===== src/rtl/serial_pkg.sv =====
// Purpose: Shared constants for the three-wire serial master channel
// Assumes: sys_clk at 40 MHz, AXI4-Lite register access
// Notes:   Offsets are byte addresses of 32-bit registers
package serial_pkg;
  // ==========================================================
  // Clocking and timing
  localparam int unsigned CLK_HZ          = 40_000_000;
  localparam int unsigned SCLK_HZ         = 312_500;
  localparam int unsigned SCLK_HALF       = CLK_HZ / (2 * SCLK_HZ);
  localparam logic [5:0]  HALF_LAST       = 6'(SCLK_HALF - 1);
  localparam int unsigned TICK_MS         = 10;
  localparam int unsigned TICK_CYCLES_DEF = (CLK_HZ / 1000) * TICK_MS;
  localparam int unsigned XFER_BITS       = 8;
  localparam logic [2:0]  LAST_BIT        = 3'(XFER_BITS - 1);
  localparam logic [10:0] XFER_CYCLES     = 11'(2 * XFER_BITS * SCLK_HALF);

  // ==========================================================
  // Bus
  localparam int unsigned ADDR_W     = 8;
  localparam logic [1:0]  RESP_OKAY  = 2'h0;
  localparam logic [1:0]  RESP_SLVERR = 2'h2;

  // ==========================================================
  // Register map
  localparam logic [7:0] OFF_CTRL   = 8'h00;
  localparam logic [7:0] OFF_DATA   = 8'h04;
  localparam logic [7:0] OFF_STATUS = 8'h08;
  localparam logic [7:0] OFF_ISTAT  = 8'h0C;
  localparam logic [7:0] OFF_IMASK  = 8'h10;

  // Interrupt status bit positions
  localparam int unsigned EV_END  = 0;
  localparam int unsigned EV_FALL = 1;
  localparam int unsigned EV_TICK = 2;
  localparam int unsigned EV_SKIP = 3;
  localparam int unsigned EV_N    = 4;

  // ==========================================================
  // Data and reset values
  localparam logic [7:0]      TX_FIRST   = 8'h05;
  localparam logic [7:0]      TX_SECOND  = 8'h50;
  localparam logic [7:0]      DATA_RST   = 8'h00;
  localparam logic [EV_N-1:0] IMASK_RST  = 4'h0;
  localparam logic            AUTO_RST   = 1'b0;
endpackage


===== src/rtl/sync_edge.sv =====
// Purpose: Two-flop synchroniser with edge detection
// Assumes: async_in is from outside the sys_clk domain
// Notes:   First flop feeds only the second flop
`timescale 1ns/1ps
module sync_edge #(
  parameter logic INIT = 1'b1
) (
  input  wire logic sys_clk,
  input  wire logic resetn,
  input  wire logic async_in,
  output logic      level,
  output logic      rise,
  output logic      fall
);
  logic meta;
  logic prev;

  always_ff @(posedge sys_clk or negedge resetn) begin
    if (!resetn) begin
      meta  <= INIT;
      level <= INIT;
      prev  <= INIT;
    end else begin
      meta  <= async_in;
      level <= meta;
      prev  <= level;
    end
  end

  assign rise = level & ~prev;
  assign fall = ~level & prev;
endmodule


===== src/rtl/shift_engine.sv =====
// Purpose: Full-duplex 8-bit shifter with serial clock divider
// Assumes: sdi already synchronised to sys_clk
// Notes:   Clock idles high; data out on falling, in on rising edge
`timescale 1ns/1ps
module shift_engine (
  input  wire logic       sys_clk,
  input  wire logic       resetn,
  input  wire logic       start,
  input  wire logic [7:0] tx_byte,
  input  wire logic       sdi,
  output logic            sclk,
  output logic            sdo,
  output logic            active,
  output logic            done,
  output logic [7:0]      rx_byte
);
  import serial_pkg::*;

  logic [5:0]  half_cnt;
  logic [2:0]  bit_cnt;
  logic [7:0]  shreg;
  logic [10:0] xfer_len;

  wire half_end = active && (half_cnt == HALF_LAST);
  wire fall_now = half_end && sclk;
  wire rise_now = half_end && !sclk;
  wire last_now = rise_now && (bit_cnt == LAST_BIT);

  // divider gives the serial clock rate
  always_ff @(posedge sys_clk or negedge resetn) begin
    if (!resetn) begin
      half_cnt <= 6'h00;
    end else if (start || half_end) begin
      half_cnt <= 6'h00;
    end else if (active) begin
      half_cnt <= half_cnt + 6'h01;
    end
  end

  // MSB first, 8 bits per transfer
  // one bit out and one bit in per clock
  always_ff @(posedge sys_clk or negedge resetn) begin
    if (!resetn) begin
      active  <= 1'b0;
      sclk    <= 1'b1;
      sdo     <= 1'b1;
      bit_cnt <= 3'h0;
      shreg   <= 8'h00;
      done    <= 1'b0;
      rx_byte <= 8'h00;
    end else begin
      done <= 1'b0;
      if (start && !active) begin
        active  <= 1'b1;
        bit_cnt <= 3'h0;
        shreg   <= tx_byte;
      end else if (fall_now) begin
        // type 1 phase, data leads on falling edge
        sclk <= 1'b0;
        sdo  <= shreg[7];
      end else if (rise_now) begin
        // sample receive bit on rising edge
        sclk    <= 1'b1;
        shreg   <= {shreg[6:0], sdi};
        bit_cnt <= bit_cnt + 3'h1;
        if (last_now) begin
          active  <= 1'b0;
          done    <= 1'b1;
          rx_byte <= {shreg[6:0], sdi};
          sdo     <= 1'b1;
        end
      end
    end
  end

  // Helper: cycles since start
  always_ff @(posedge sys_clk or negedge resetn) begin
    if (!resetn) begin
      xfer_len <= 11'h000;
    end else if (start && !active) begin
      xfer_len <= 11'h000;
    end else if (active) begin
      xfer_len <= xfer_len + 11'h001;
    end
  end
endmodule


===== src/rtl/three_wire_master.sv =====
// Purpose: Three-wire serial master channel with busy handshake
// Assumes: AXI4-Lite master, slave gives busy level on slave_busy
// Notes:   Transfers start from software or from the interval tick
//
// Operation
// - Auto mode sends 0x05 and 0x50 in turn, receiving a byte each time.
// - A data buffer write loads the shifter and starts the serial clock.
// - At the end the received byte goes to the data buffer and the end event is set in the same cycle.
// - A transfer starts only when idle and the slave is not busy, else skipped.
// - Auto transfers wait for a busy falling edge since the last launch.
// - Busy edges are caught by edge-detect logic, not by polling.
// - The serial clock runs near 312.5 kHz, divided from the system clock.
// - Every single byte transfer raises the end event once.
// - Phase type 1 sets the data to clock relation.
// - Each transfer moves 8 bits, MSB first.
// - Serial clock and data out idle at 1.
// - Both directions move together, one bit each per clock.
// - Auto attempts are paced by a 10 ms interval tick.
//
// The AXI4-Lite interface to the registers and the placing of the registers were left to the implementer.
`timescale 1ns/1ps
module three_wire_master #(
  parameter int unsigned TICK_CYCLES = serial_pkg::TICK_CYCLES_DEF
) (
  input  wire logic                          sys_clk,
  input  wire logic                          resetn,
  input  wire logic [serial_pkg::ADDR_W-1:0] s_axi_awaddr,
  input  wire logic                          s_axi_awvalid,
  output logic                               s_axi_awready,
  input  wire logic [31:0]                   s_axi_wdata,
  input  wire logic [3:0]                    s_axi_wstrb,
  input  wire logic                          s_axi_wvalid,
  output logic                               s_axi_wready,
  output logic [1:0]                         s_axi_bresp,
  output logic                               s_axi_bvalid,
  input  wire logic                          s_axi_bready,
  input  wire logic [serial_pkg::ADDR_W-1:0] s_axi_araddr,
  input  wire logic                          s_axi_arvalid,
  output logic                               s_axi_arready,
  output logic [31:0]                        s_axi_rdata,
  output logic [1:0]                         s_axi_rresp,
  output logic                               s_axi_rvalid,
  input  wire logic                          s_axi_rready,
  output logic                               serial_clock_out,
  output logic                               serial_data_out,
  input  wire logic                          serial_data_in,
  input  wire logic                          slave_busy,
  output logic                               irq
);
  import serial_pkg::*;

  // ==========================================================
  // Input synchronisers
  logic busy_lvl;
  logic busy_fall;
  logic sdi_lvl;

  // hardware edge detection of the busy line
  // Resets to the idle low level, so release fakes no falling edge
  sync_edge #(.INIT(1'b0)) u_busy_sync (
    .sys_clk  (sys_clk),
    .resetn   (resetn),
    .async_in (slave_busy),
    .level    (busy_lvl),
    .rise     (),
    .fall     (busy_fall)
  );

  sync_edge #(.INIT(1'b1)) u_sdi_sync (
    .sys_clk  (sys_clk),
    .resetn   (resetn),
    .async_in (serial_data_in),
    .level    (sdi_lvl),
    .rise     (),
    .fall     ()
  );

  // ==========================================================
  // Interval tick
  logic [31:0] tick_cnt;
  logic        tick;

  // Runs regardless of auto mode, ticks still raise their event
  // periodic attempt tick
  always_ff @(posedge sys_clk or negedge resetn) begin
    if (!resetn) begin
      tick_cnt <= 32'h0000_0000;
      tick     <= 1'b0;
    end else if (tick_cnt == TICK_CYCLES - 1) begin
      tick_cnt <= 32'h0000_0000;
      tick     <= 1'b1;
    end else begin
      tick_cnt <= tick_cnt + 32'h0000_0001;
      tick     <= 1'b0;
    end
  end

  // ==========================================================
  // AXI4-Lite write channel
  logic [ADDR_W-1:0] aw_addr;
  logic [31:0]       w_data;
  logic [3:0]        w_strb;

  // Register effect one cycle after both halves are taken
  wire do_write = !s_axi_awready && !s_axi_wready && !s_axi_bvalid;
  wire [ADDR_W-1:0] wa = {aw_addr[ADDR_W-1:2], 2'b00};
  wire wr_ctrl  = do_write && w_strb[0] && (wa == OFF_CTRL);
  wire wr_data  = do_write && w_strb[0] && (wa == OFF_DATA);
  wire wr_istat = do_write && w_strb[0] && (wa == OFF_ISTAT);
  wire wr_imask = do_write && w_strb[0] && (wa == OFF_IMASK);
  wire wa_hit   = (wa == OFF_CTRL) || (wa == OFF_DATA) || (wa == OFF_STATUS) ||
                  (wa == OFF_ISTAT) || (wa == OFF_IMASK);

  always_ff @(posedge sys_clk or negedge resetn) begin
    if (!resetn) begin
      s_axi_awready <= 1'b1;
      s_axi_wready  <= 1'b1;
      s_axi_bvalid  <= 1'b0;
      s_axi_bresp   <= RESP_OKAY;
      aw_addr       <= '0;
      w_data        <= 32'h0000_0000;
      w_strb        <= 4'h0;
    end else begin
      if (s_axi_awvalid && s_axi_awready) begin
        s_axi_awready <= 1'b0;
        aw_addr       <= s_axi_awaddr;
      end
      if (s_axi_wvalid && s_axi_wready) begin
        s_axi_wready <= 1'b0;
        w_data       <= s_axi_wdata;
        w_strb       <= s_axi_wstrb;
      end
      if (do_write) begin
        s_axi_bvalid <= 1'b1;
        s_axi_bresp  <= wa_hit ? RESP_OKAY : RESP_SLVERR;
      end
      if (s_axi_bvalid && s_axi_bready) begin
        s_axi_bvalid  <= 1'b0;
        s_axi_awready <= 1'b1;
        s_axi_wready  <= 1'b1;
      end
    end
  end

  // ==========================================================
  // Channel control
  logic            auto_en;
  logic            armed;
  logic            pattern_sel;
  logic [7:0]      data_buf;
  logic [EV_N-1:0] ist;
  logic [EV_N-1:0] imask;
  logic            eng_busy;
  logic            eng_done;
  logic [7:0]      rx_byte;

  // launch only when idle and slave not busy
  wire can_go   = !eng_busy && !busy_lvl;
  wire auto_try = tick && auto_en && !wr_data;
  // auto launch needs a busy falling edge since last launch
  wire auto_go  = auto_try && armed && can_go;
  wire sw_go    = wr_data && can_go;
  wire start    = sw_go || auto_go;
  wire [7:0] auto_byte = pattern_sel ? TX_SECOND : TX_FIRST;
  wire [7:0] tx_byte   = sw_go ? w_data[7:0] : auto_byte;
  wire skip_ev  = (wr_data && !can_go) || (auto_try && !(armed && can_go));

  wire [EV_N-1:0] events;
  assign events[EV_END]  = eng_done;
  assign events[EV_FALL] = busy_fall;
  assign events[EV_TICK] = tick;
  assign events[EV_SKIP] = skip_ev;

  wire [EV_N-1:0] ist_clr  = wr_istat ? w_data[EV_N-1:0] : '0;
  // New event wins over a same-cycle clear
  wire [EV_N-1:0] next_ist = (ist & ~ist_clr) | events;
  wire            irq_src  = |(ist & imask);

  always_ff @(posedge sys_clk or negedge resetn) begin
    if (!resetn) begin
      auto_en     <= AUTO_RST;
      imask       <= IMASK_RST;
      ist         <= '0;
      irq         <= 1'b0;
      armed       <= 1'b1;
      pattern_sel <= 1'b0;
    end else begin
      if (wr_ctrl)
        auto_en <= w_data[0];
      if (wr_imask)
        imask <= w_data[EV_N-1:0];
      ist   <= next_ist;
      irq   <= irq_src;
      // A launch drops armed unless busy falls in that cycle, auto then waits for a fresh busy fall
      armed <= busy_fall || (armed && !start);
      if (auto_go)
        pattern_sel <= !pattern_sel;
    end
  end

  // received byte replaces the transmit byte in the buffer
  always_ff @(posedge sys_clk or negedge resetn) begin
    if (!resetn) begin
      data_buf <= DATA_RST;
    end else if (eng_done) begin
      data_buf <= rx_byte;
    end else if (start) begin
      data_buf <= tx_byte;
    end
  end

  shift_engine u_engine (
    .sys_clk (sys_clk),
    .resetn  (resetn),
    .start   (start),
    .tx_byte (tx_byte),
    .sdi     (sdi_lvl),
    .sclk    (serial_clock_out),
    .sdo     (serial_data_out),
    .active  (eng_busy),
    .done    (eng_done),
    .rx_byte (rx_byte)
  );

  // ==========================================================
  // AXI4-Lite read channel
  wire [ADDR_W-1:0] ra = {s_axi_araddr[ADDR_W-1:2], 2'b00};
  wire ra_hit = (ra == OFF_CTRL) || (ra == OFF_DATA) || (ra == OFF_STATUS) ||
                (ra == OFF_ISTAT) || (ra == OFF_IMASK);
  wire [31:0] rd_ctrl   = {31'h0, auto_en};
  wire [31:0] rd_data   = {24'h0, data_buf};
  wire [31:0] rd_status = {28'h0, pattern_sel, armed, busy_lvl, eng_busy};
  wire [31:0] rd_istat  = {28'h0, ist};
  wire [31:0] rd_imask  = {28'h0, imask};
  wire [31:0] rd_mux =
    (ra == OFF_CTRL)   ? rd_ctrl :
    (ra == OFF_DATA)   ? rd_data :
    (ra == OFF_STATUS) ? rd_status :
    (ra == OFF_ISTAT)  ? rd_istat :
    (ra == OFF_IMASK)  ? rd_imask : 32'h0000_0000;

  // Read data frozen at the address handshake
  always_ff @(posedge sys_clk or negedge resetn) begin
    if (!resetn) begin
      s_axi_arready <= 1'b1;
      s_axi_rvalid  <= 1'b0;
      s_axi_rdata   <= 32'h0000_0000;
      s_axi_rresp   <= RESP_OKAY;
    end else if (s_axi_arvalid && s_axi_arready) begin
      s_axi_arready <= 1'b0;
      s_axi_rvalid  <= 1'b1;
      s_axi_rdata   <= rd_mux;
      s_axi_rresp   <= ra_hit ? RESP_OKAY : RESP_SLVERR;
    end else if (s_axi_rvalid && s_axi_rready) begin
      s_axi_rvalid  <= 1'b0;
      s_axi_arready <= 1'b1;
    end
  end
endmodule


===== config.mk =====
export PLATFORM = sky130hd
export DESIGN_NAME = three_wire_master
export DESIGN_NICKNAME = d
export VERILOG_FILES = /design/src/rtl/serial_pkg.sv /design/src/rtl/sync_edge.sv /design/src/rtl/shift_engine.sv /design/src/rtl/three_wire_master.sv
export SDC_FILE = /design/constraint.sdc
export NUM_CORES = 1
export LEC_CHECK = 0
export ABC_CLOCK_PERIOD_IN_PS = 3100
export BUFFER_PORTS_ARGS = -buffer_cell sky130_fd_sc_hd__clkbuf_2
export CAP_MARGIN = 20
export CORE_MARGIN = 2
export CORE_UTILIZATION = 40
export DETAILED_ROUTE_END_ITERATION = 8
export GPL_ROUTABILITY_DRIVEN = 0
export PLACE_DENSITY_LB_ADDON = 0.08
export SYNTH_ARGS = -nofsm -noshare
export SYNTH_HDL_FRONTEND = slang
export SYNTH_SLANG_ARGS = --single-unit

===== constraint.sdc =====
create_clock -name sys_clk -period 3.1 [get_ports sys_clk]
set_input_delay 0.465 -clock sys_clk [delete_from_list [all_inputs] [get_ports sys_clk]]
set_output_delay 0.465 -clock sys_clk [all_outputs]
set_load 0.02 [all_outputs]

After elaboration in Yosys (flattened, before gate mapping) --
Cells that the tools add are included.
Storage, ports and cells: flip-flop bits (word level) 145, logic and storage cells 169
Operators by class: equal/unequal tests 12, bitwise logic cells 8, add/sub/neg operators 3, multiplexer cells 45, reduce and logical (&&, ||, !) cells 68
Operators by type and width (count):
- $mux W8 | 8
- $add A32 B1 Y32 const B | 1
- $eq A32 B19 Y1 const B | 1
- $mux W32 | 1
- $logic_and A1 B1 Y1 | 27
- $eq A6 B2 Y1 const B | 4
- $mux W1 | 24
- $reduce_bool A2 Y1 | 10
- $logic_not A8 Y1 | 2
- $mux W4 | 4
- $eq A6 B1 Y1 const B | 2
- $eq A6 B3 Y1 const B | 2
- $logic_or A1 B1 Y1 | 12
- $mux W6 | 2
- $logic_not A1 Y1 | 11
- $mux W3 | 3
- $and A4 B4 Y4 | 2
- $mux W7 | 1
- $add A6 B1 Y6 const B | 1
- $eq A6 B6 Y1 const B | 1
- $reduce_and A3 Y1 | 2
- $mux W2 | 2
- $not A4 Y4 | 1
- $or A4 B4 Y4 | 1
- other kinds (8) | 11

Depth between registers and ports, before layout --
Gate-level depths: netlist of run 1.
depth in word-level cells 13, gate-level depth with buffers 7, depth with buffers taken out 5

Cells and area by module --
From an unflattened synthesis of run 1, not the netlist that was laid out.
Unflattened totals: cell total of the unflattened synthesis 504, area total of the unflattened synthesis 5554.1 µm²
By module, submodules not included:
- three_wire_master | seq. area each 2082.0 µm², instances 1, cells each 386, area each 4053.9 µm²
- shift_engine | seq. area each 728.2 µm², instances 1, cells each 108, area each 1316.3 µm²
- sync_edge (u_sdi_sync) | seq. area each 78.8 µm², instances 1, cells each 5, area each 93.8 µm²
- sync_edge (u_busy_sync) | seq. area each 75.1 µm², instances 1, cells each 5, area each 90.1 µm²

Worst setup path before layout of run 1 --
OpenSTA, ideal clock, no wires.
kind reg-to-reg, start point register s_axi_bvalid, end point register auto_en, buffers on the path 0, slack 1.304 ns, stages on the path, launching flop included 5, period minus slack after synthesis 1.796 ns, arrival 1.672 ns, cell sequence dfrtp_1 or3_4 nor4_4 nor2b_1 mux2_2
Between the ends: cells in the longest elaborated chain, start to end 4
RTL lines:
- start, declared | RTL line three_wire_master.sv:35 | output logic s_axi_bvalid,
- start signal, assigned | RTL line three_wire_master.sv:118 | s_axi_bvalid <= 1'b0;
- start signal, assigned | RTL line three_wire_master.sv:134 | s_axi_bvalid <= 1'b1;
- start signal, assigned | RTL line three_wire_master.sv:138 | s_axi_bvalid <= 1'b0;
- $logic_not A1 Y1 | RTL line three_wire_master.sv:105 | wire do_write = !s_axi_awready && !s_axi_wready && !s_axi_bvalid;
- $logic_and A1 B1 Y1 | RTL line three_wire_master.sv:105
- $logic_and A1 B1 Y1 (2 in a row) | RTL line three_wire_master.sv:107 | wire wr_ctrl = do_write && w_strb[0] && (wa == OFF_CTRL);
- end signal, assigned | RTL line three_wire_master.sv:189 | auto_en <= w_data[0];
- end, declared | RTL line three_wire_master.sv:147 | logic auto_en;
No other way between the ends. A chain may end at the register's enable or synchronous reset.

Final worst setup path of run 1 --
start point register u_engine.half_cnt[0], end point register u_engine.rx_byte[6]
Between the ends: cells in the longest elaborated chain, start to end 5
RTL lines:
- start, declared | RTL line shift_engine.sv:19 | logic [5:0] half_cnt;
- start signal, assigned | RTL line shift_engine.sv:36 | half_cnt <= half_cnt + 6'h01;
- $eq A6 B6 Y1 (*) | RTL line shift_engine.sv:24 | wire half_end = active && (half_cnt == HALF_LAST);
- $logic_and A1 B1 Y1 (*) | RTL line shift_engine.sv:24
- $logic_and A1 B1 Y1 (on tied branches) | RTL line shift_engine.sv:26, shift_engine.sv:25
- $logic_and A1 B1 Y1 / $not A1 Y1 (equally long branches)
- $reduce_and A4 Y1 (no source line) (*)
- end signal, assigned | RTL line shift_engine.sv:69 | rx_byte <= {shreg[6:0], sdi};
- end, declared | RTL line shift_engine.sv:15 | output logic [7:0] rx_byte
Every way passes the cells marked *; elsewhere a longest branch is shown, timed or not.

==> results of run 1 <==
## sequential cells by signal, summed over array words and instances (netlist names), 3 cells and up
name               flops
s_axi_rdata            8
imask                  4
w_data                 8
u_engine.shreg         8
tick_cnt              32
aw_addr                6
u_engine.half_cnt      6
u_engine.bit_cnt       3
ist                    4
u_engine.rx_byte       8
data_buf               8
## final timing paths
kind / from / to / slack [ps] / cells after the start
min in group sys_clk: serial_data_in / u_sdi_sync.meta / 140 / 1
max in group asynchronous: resetn / tick_cnt[14] / 2180 / 2
max reg2reg: u_engine.half_cnt[0] / u_engine.rx_byte[6] / 990 / 6
min: resetn / u_engine.half_cnt[3] / 110 / 1
max: u_engine.half_cnt[0] / u_engine.rx_byte[6] / 990 / 6
min reg2reg: u_busy_sync.meta / u_busy_sync.level / 350 / 0
## cells in the mapped netlist (all sizes together)
cell	n	share of area
nand2b	1	0.0011
ha	4	0.0091
a31oi	4	0.0046
nand2	36	0.028
o21a	1	0.0014
nor4	10	0.021
and3	7	0.0080
inv	15	0.010
nor4b	2	0.0043
dfstp	8	0.038
conb	1	0.00069
mux2i	17	0.031
a32oi	4	0.0064
o31ai	6	0.0082
o2bb2ai	1	0.0016
clkbuf	8	0.0055
mux2	30	0.062
a22o	6	0.0096
a22oi	6	0.0082
a21o	4	0.0055
nor3	15	0.015
nor2b	5	0.0057
xor2	20	0.032
nand4	12	0.015
nand3	19	0.017
and4bb	1	0.0023
nor4bb	1	0.0046
o21ai	25	0.023
and2	4	0.0046
xnor2	12	0.019
a21oi	9	0.0089
buf	34	0.047
nor2	27	0.019
or3	6	0.0078
o311ai	1	0.0016
a2bb2oi	1	0.0016
or4	1	0.0021
dfrtp	109	0.50
and4	7	0.011
## layout make-up
class | count | share of cell area
clock buffer | 27 | 0.07931
tap | 176 | 0.03472
inverter | 15 | 0.008877
timing repair buffer | 54 | 0.04577
clock inverter | 5 | 0.007891
sequential | 117 | 0.4632
multi-input combinational | 331 | 0.3602
## cells by family after synthesis
| kind of cell | Yosys count |
|---|---|
| other | 1 |
| adders and majority gates | 4 |
| DFF | 117 |
| buffers and inverters | 57 |
| and+or+nand+nor | 154 |
| AOI/OAI and AO/OA | 68 |
| muxes | 47 |
| xor gates and xnor gates | 32 |
## layout by cell type, fill, tap and decap left out, drive strengths merged, types with 4 or more instances in the layout
cell and n:
nor2 27, xnor2 12, inv 15, a21oi 9, nor3 15, xor2 20
and2 4, a31oi 4, nor2b 5, nor4 10, a22oi 6, and4 7
o21ai 25, nand3 19, mux2i 17, dfrtp 109, clkbuf 73, nand4 12
clkinv 4, dfstp 8, mux2 30, a22o 6, and3 7, a32oi 4
a21o 4, conb 26, buf 8, o31ai 6, or3 6, nand2 36
ha 4
## metrics by stage
stage | worst slack [ps] | hold slack, ps | utilization | cell area (um^2) | std cells
finish | 986.4 | 109.0 | 0.4770 | 6342 | 725
global route | 821.8 | 127.3 | 0.4770 | 6342 | 725
CTS | 955.0 | 122.5 | 0.4770 | 6342 | 725
detailed placement | 966.5 | 341.2 | 0.4354 | 5789 | 693
global placement | 983.4 | 338.3 | 0.4354 | 5789 | 693
floorplan | 1304 | 169.4 | - | 5567 | 505
## layer usage
layer	GRT usage	up-vias	part of all wire
met4	0.05887	0	0.014
met2	0.2669	71	0.48
met1	0.2167	1794	0.46
li1	-	1772	-
met5	0	-	0
met3	0.04981	16	0.046
## power breakdown
group          total [mW]  switching, mW  internal, mW
clock network        1.82          0.644          1.18
registers            2.07          0.256          1.82
logic               0.660          0.342         0.317
total                4.56           1.24          3.31
==> qor.yml, run 1 <==
outcome: "finished clean"
min_period_ps: 2114
ant_nets: 0
start_kind: "flip-flop"
worstPathCellList: "ha_1, nand3_1, nor3_2, buf_4, and2_1, mux2_2"
root_buffer: "clkbuf_16"
crit_required_ps: 3390
cp_slowest_cell: "and2_1"
hold_viol: 0
tightest_slew_ps: 705.9
antenna_found_initial: 0
power-per-cell-area_nw_per_um2: 718.4
clk_path_buf_depth: 2
dp_hpwl_um: 8025
period_share: 0.6818
grt_max_degree: 56
cts_tree: "done"
viasPerCell: 5.039
p_leak_nw: 2.936
yosys.area_share.adder: 0.009145
ys_types: 51
vdd_drop_max_uv: 293.8
drive_above_1_share: 0.2404
synth-compound-area-share: 0.08048
synth_top_family_by_area: "simple AND/OR/NAND/NOR gates"
cts_post_setup_buffers_inserted: 0
die_area_um2: 14630
start_util: 0.4116
power_mw: 4.556
critPathKind: "flip-flop to flip-flop"
synth_xor_xnor_area_share: 0.05121
grt_pass1_wl_um: 18800
max_stage_delay_ps: 450
synthCells: 480
muxShareOfSynthArea: 0.09282
multi_input_area_um2: 2285
skew_ps: 7.504
critPathMaxFanout: 12
vias: 3653
synthSimpleGateAreaFrac: 0.1660
yosysWarnings: 0
grt_pass1_vias: 3756
num_rows: 42
postCtsHoldBufs: 0
slew_violations: 0
dieWidth_um: 121.0
drt_iter0_drc: 193
core_area_um2: 13300
cp.arrival_ps: 2400
cts.sinks: 117
syn_area_per_cell_um2: 11.40
path_buf_inv: 1
grt_overflow_total: 0
crit_path_end_kind: "flip-flop"
timing.max_slew.rel_slack: 0.5294
final-seq-area_um2: 2938
setup_viol: 0
wl_per_cell_um: 15.41
synth_seq_area_share: 0.5368
yosys_register_bits: 117
cap_violations: 0
rsz0062_at_grt: "no"
grt.total_usage: 0.1673
clk_transition_reported_paths_ps: 50
dr.pass1.iters: 4
n_antenna_cell: 0
ioPinCount: 105
htree_levels: 4
syn_area_um2: 5473
post_cts_resize_count: 0
port_buffers: 47
syn2layout_area_growth_pct: 15.89
min_path_type: "primary input to asynchronous set/reset pin"
fmax_mhz: 473.1
path_delay_family: "simple AND/OR/NAND/NOR gates"
finalSetupTns_ps: 0
clkLatencyLatePin_ps: 410
wirelength_um: 11170
cts_buffers: 17
die_y_um: 121.0
drc: 0
layout.nets: 601
fill_cells: 1224
Power figures use the tool's default switching activity.
==> run 2, diff against run 1 <==
Settings changed: ABC_CLOCK_PERIOD_IN_PS 3100 to 1960.
Clock period 3.1 ns to 1.96 ns, I/O delays scaled along.
==> run 2 against run 1 <==
Clock power increased by 68%. Combinational power up 62%. Die area is the same. Utilization up 1.4 points. Clock-buffer cell count down 6. Sequential share of layout area fell by 1.3 points. Global-route usage increased by 0.13 points. Maximum frequency up 16%. Wire length increased by 0.69%. Critical endpoint is now auto_en. Largest power group unchanged. Highest routed layer unchanged.
==> qor.yml, run 2 (synthesized netlist as in run 1, its figures left out) <==
power_frac_comb: 0.144
port_buffers: 47
ant_nets: 0
grt_pass1_vias: 3778
largest_register_ffs: 32
switchingPower_mw: 2.012
vias: 3714
num_rows: 42
drive_above_1_share: 0.2606
seqPwrFrac: 0.446
r2r_setup_slack_ps: 140
htree_levels: 4
critPathMaxFanout: 5
grt_max_degree: 32
dieWidth_um: 121.0
reg2reg_depth: 4
antenna_found_initial: 0
endpoint: "auto_en"
worstPathCellList: "or3_4, nor4_4, nor2b_1, mux2_2"
regMostFlops: "tick_cnt"
p_leak_nw: 3.034
hold_viol: 0
clockPowerShare: 0.411
dpl_cell_area_um2: 5917
power-per-cell-area_nw_per_um2: 1137
power_mw: 7.427
cp_slowest_cell: "or3_4"
dp.cells: 705
cts.sinks: 117
dr.pass1.iters: 4
clkLatencyLatePin_ps: 400
finalSetupTns_ps: 0
wirelength_um: 11250
outcome: "finished clean"
min_path_type: "primary input to flip-flop"
skew_ps: 6.190
max_stage_delay_ps: 450
syn2layout_area_growth_pct: 19.32
cts_buffers: 17
fin_hold_ws_ps: 50.31
swShare: 0.2709
final_util: 0.4912
wl_per_cell_um: 15.20
layout.nets: 616
cts_post_setup_buffers_inserted: 0
fin_area_um2: 6530
drt_iter0_drc: 155
cp.arrival_ps: 2100
cts_tree: "done"
rsz0062_at_grt: "no"
crit_path_end_kind: "flip-flop"
whs_path_depth: 2
post_cts_resize_count: 0
setup_viol: 0
ioPinCount: 105
critPathKind: "flip-flop to flip-flop"
slew_violations: 0
die_area_um2: 14630
root_buffer: "clkbuf_16"
worst_slack_ps: 144.2
place_ws_ps: 158.1
clk_path_buf_depth: 2
drc: 0
min_period_ps: 1816
cap_violations: 0
critical_path.reg2reg.startpoint: "s_axi_bvalid"
crit_required_ps: 2250
final_cell_mix: "dfrtp_1, clkbuf_2, nand2_1"
grt_pass1_wl_um: 19060
crit_path_start: "s_axi_bvalid"
timing.max_slew.rel_slack: 0.6265
viasPerCell: 5.019
start_util: 0.4116
fmax_mhz: 550.7
reg2reg_to: "auto_en"
internal_power_mw: 5.415
period_share: 0.9264
die_y_um: 121.0
core_area_um2: 13300
clk_transition_reported_paths_ps: 50
n_antenna_cell: 0
finalNonFillerCells: 740
vdd_drop_max_uv: 595.8
tightest_slew_ps: 558.2
dp_hpwl_um: 8187
grt_overflow_total: 0
start_kind: "flip-flop"
layout_commonest_cell: "dfrtp_1"
grt.total_usage: 0.1686
run 2: cell count changes in the layout (fill, tap and decap cells not counted), sizes merged:
cell	change
buf	+12
clkbuf	-6
dlygate4sd3	+3
clkinvlp	+1
clkinv	+3
bufinv	+2
run 2: critical path, delay by kind of cell, from the launching register on:
kind          cells  cell delay, ps
simple gates      3             930
mux               1             340
flops             1             430
run 2: final cells by class:
cell class              instances  area, um^2
clock inverters                11       132.6
flip-flops and latches        117        2938
repair buffers                 69       447.9
clock buffers                  21       450.4
inverters                      15       56.30
fillers                      1240        6765
well taps                     176       220.2
multi-input cells             331        2285
run 2: power groups by stage:
stage	logic, mW	clock network [mW]	registers [mW]
final	1.07	3.05	3.31
after CTS	1.08	3.13	3.31
after global routing	1.20	3.24	3.37
after floorplan	0.745	0	3.26
after detailed placement	1.08	0	3.34
after global placement	1.04	0	3.34
run 2: how the worst min path moves through the flow:
stage,slack (ps),start,to
after floorplan,-2,resetn,auto_en
after global placement,230,resetn,s_axi_rdata[6]
after detailed placement,230,resetn,s_axi_rdata[6]
after CTS,30,s_axi_arvalid,s_axi_arready
after global routing,60,s_axi_arvalid,s_axi_arready
final,50,s_axi_arvalid,s_axi_arready
run 2: metal layers:
layer  wire [um]  up-vias  global-route usage
met5           0        -                   0
met4         264        0             0.08576
met3         282       25             0.03806
met2        5360       61              0.2637
met1        5342     1830              0.2196
li1            -     1798                   -
run 2: what timing repair did:
item,CTS,global route
hold buffers,3,0
endpoints found under the setup margin,0,0
hold endpoints to repair,19,0
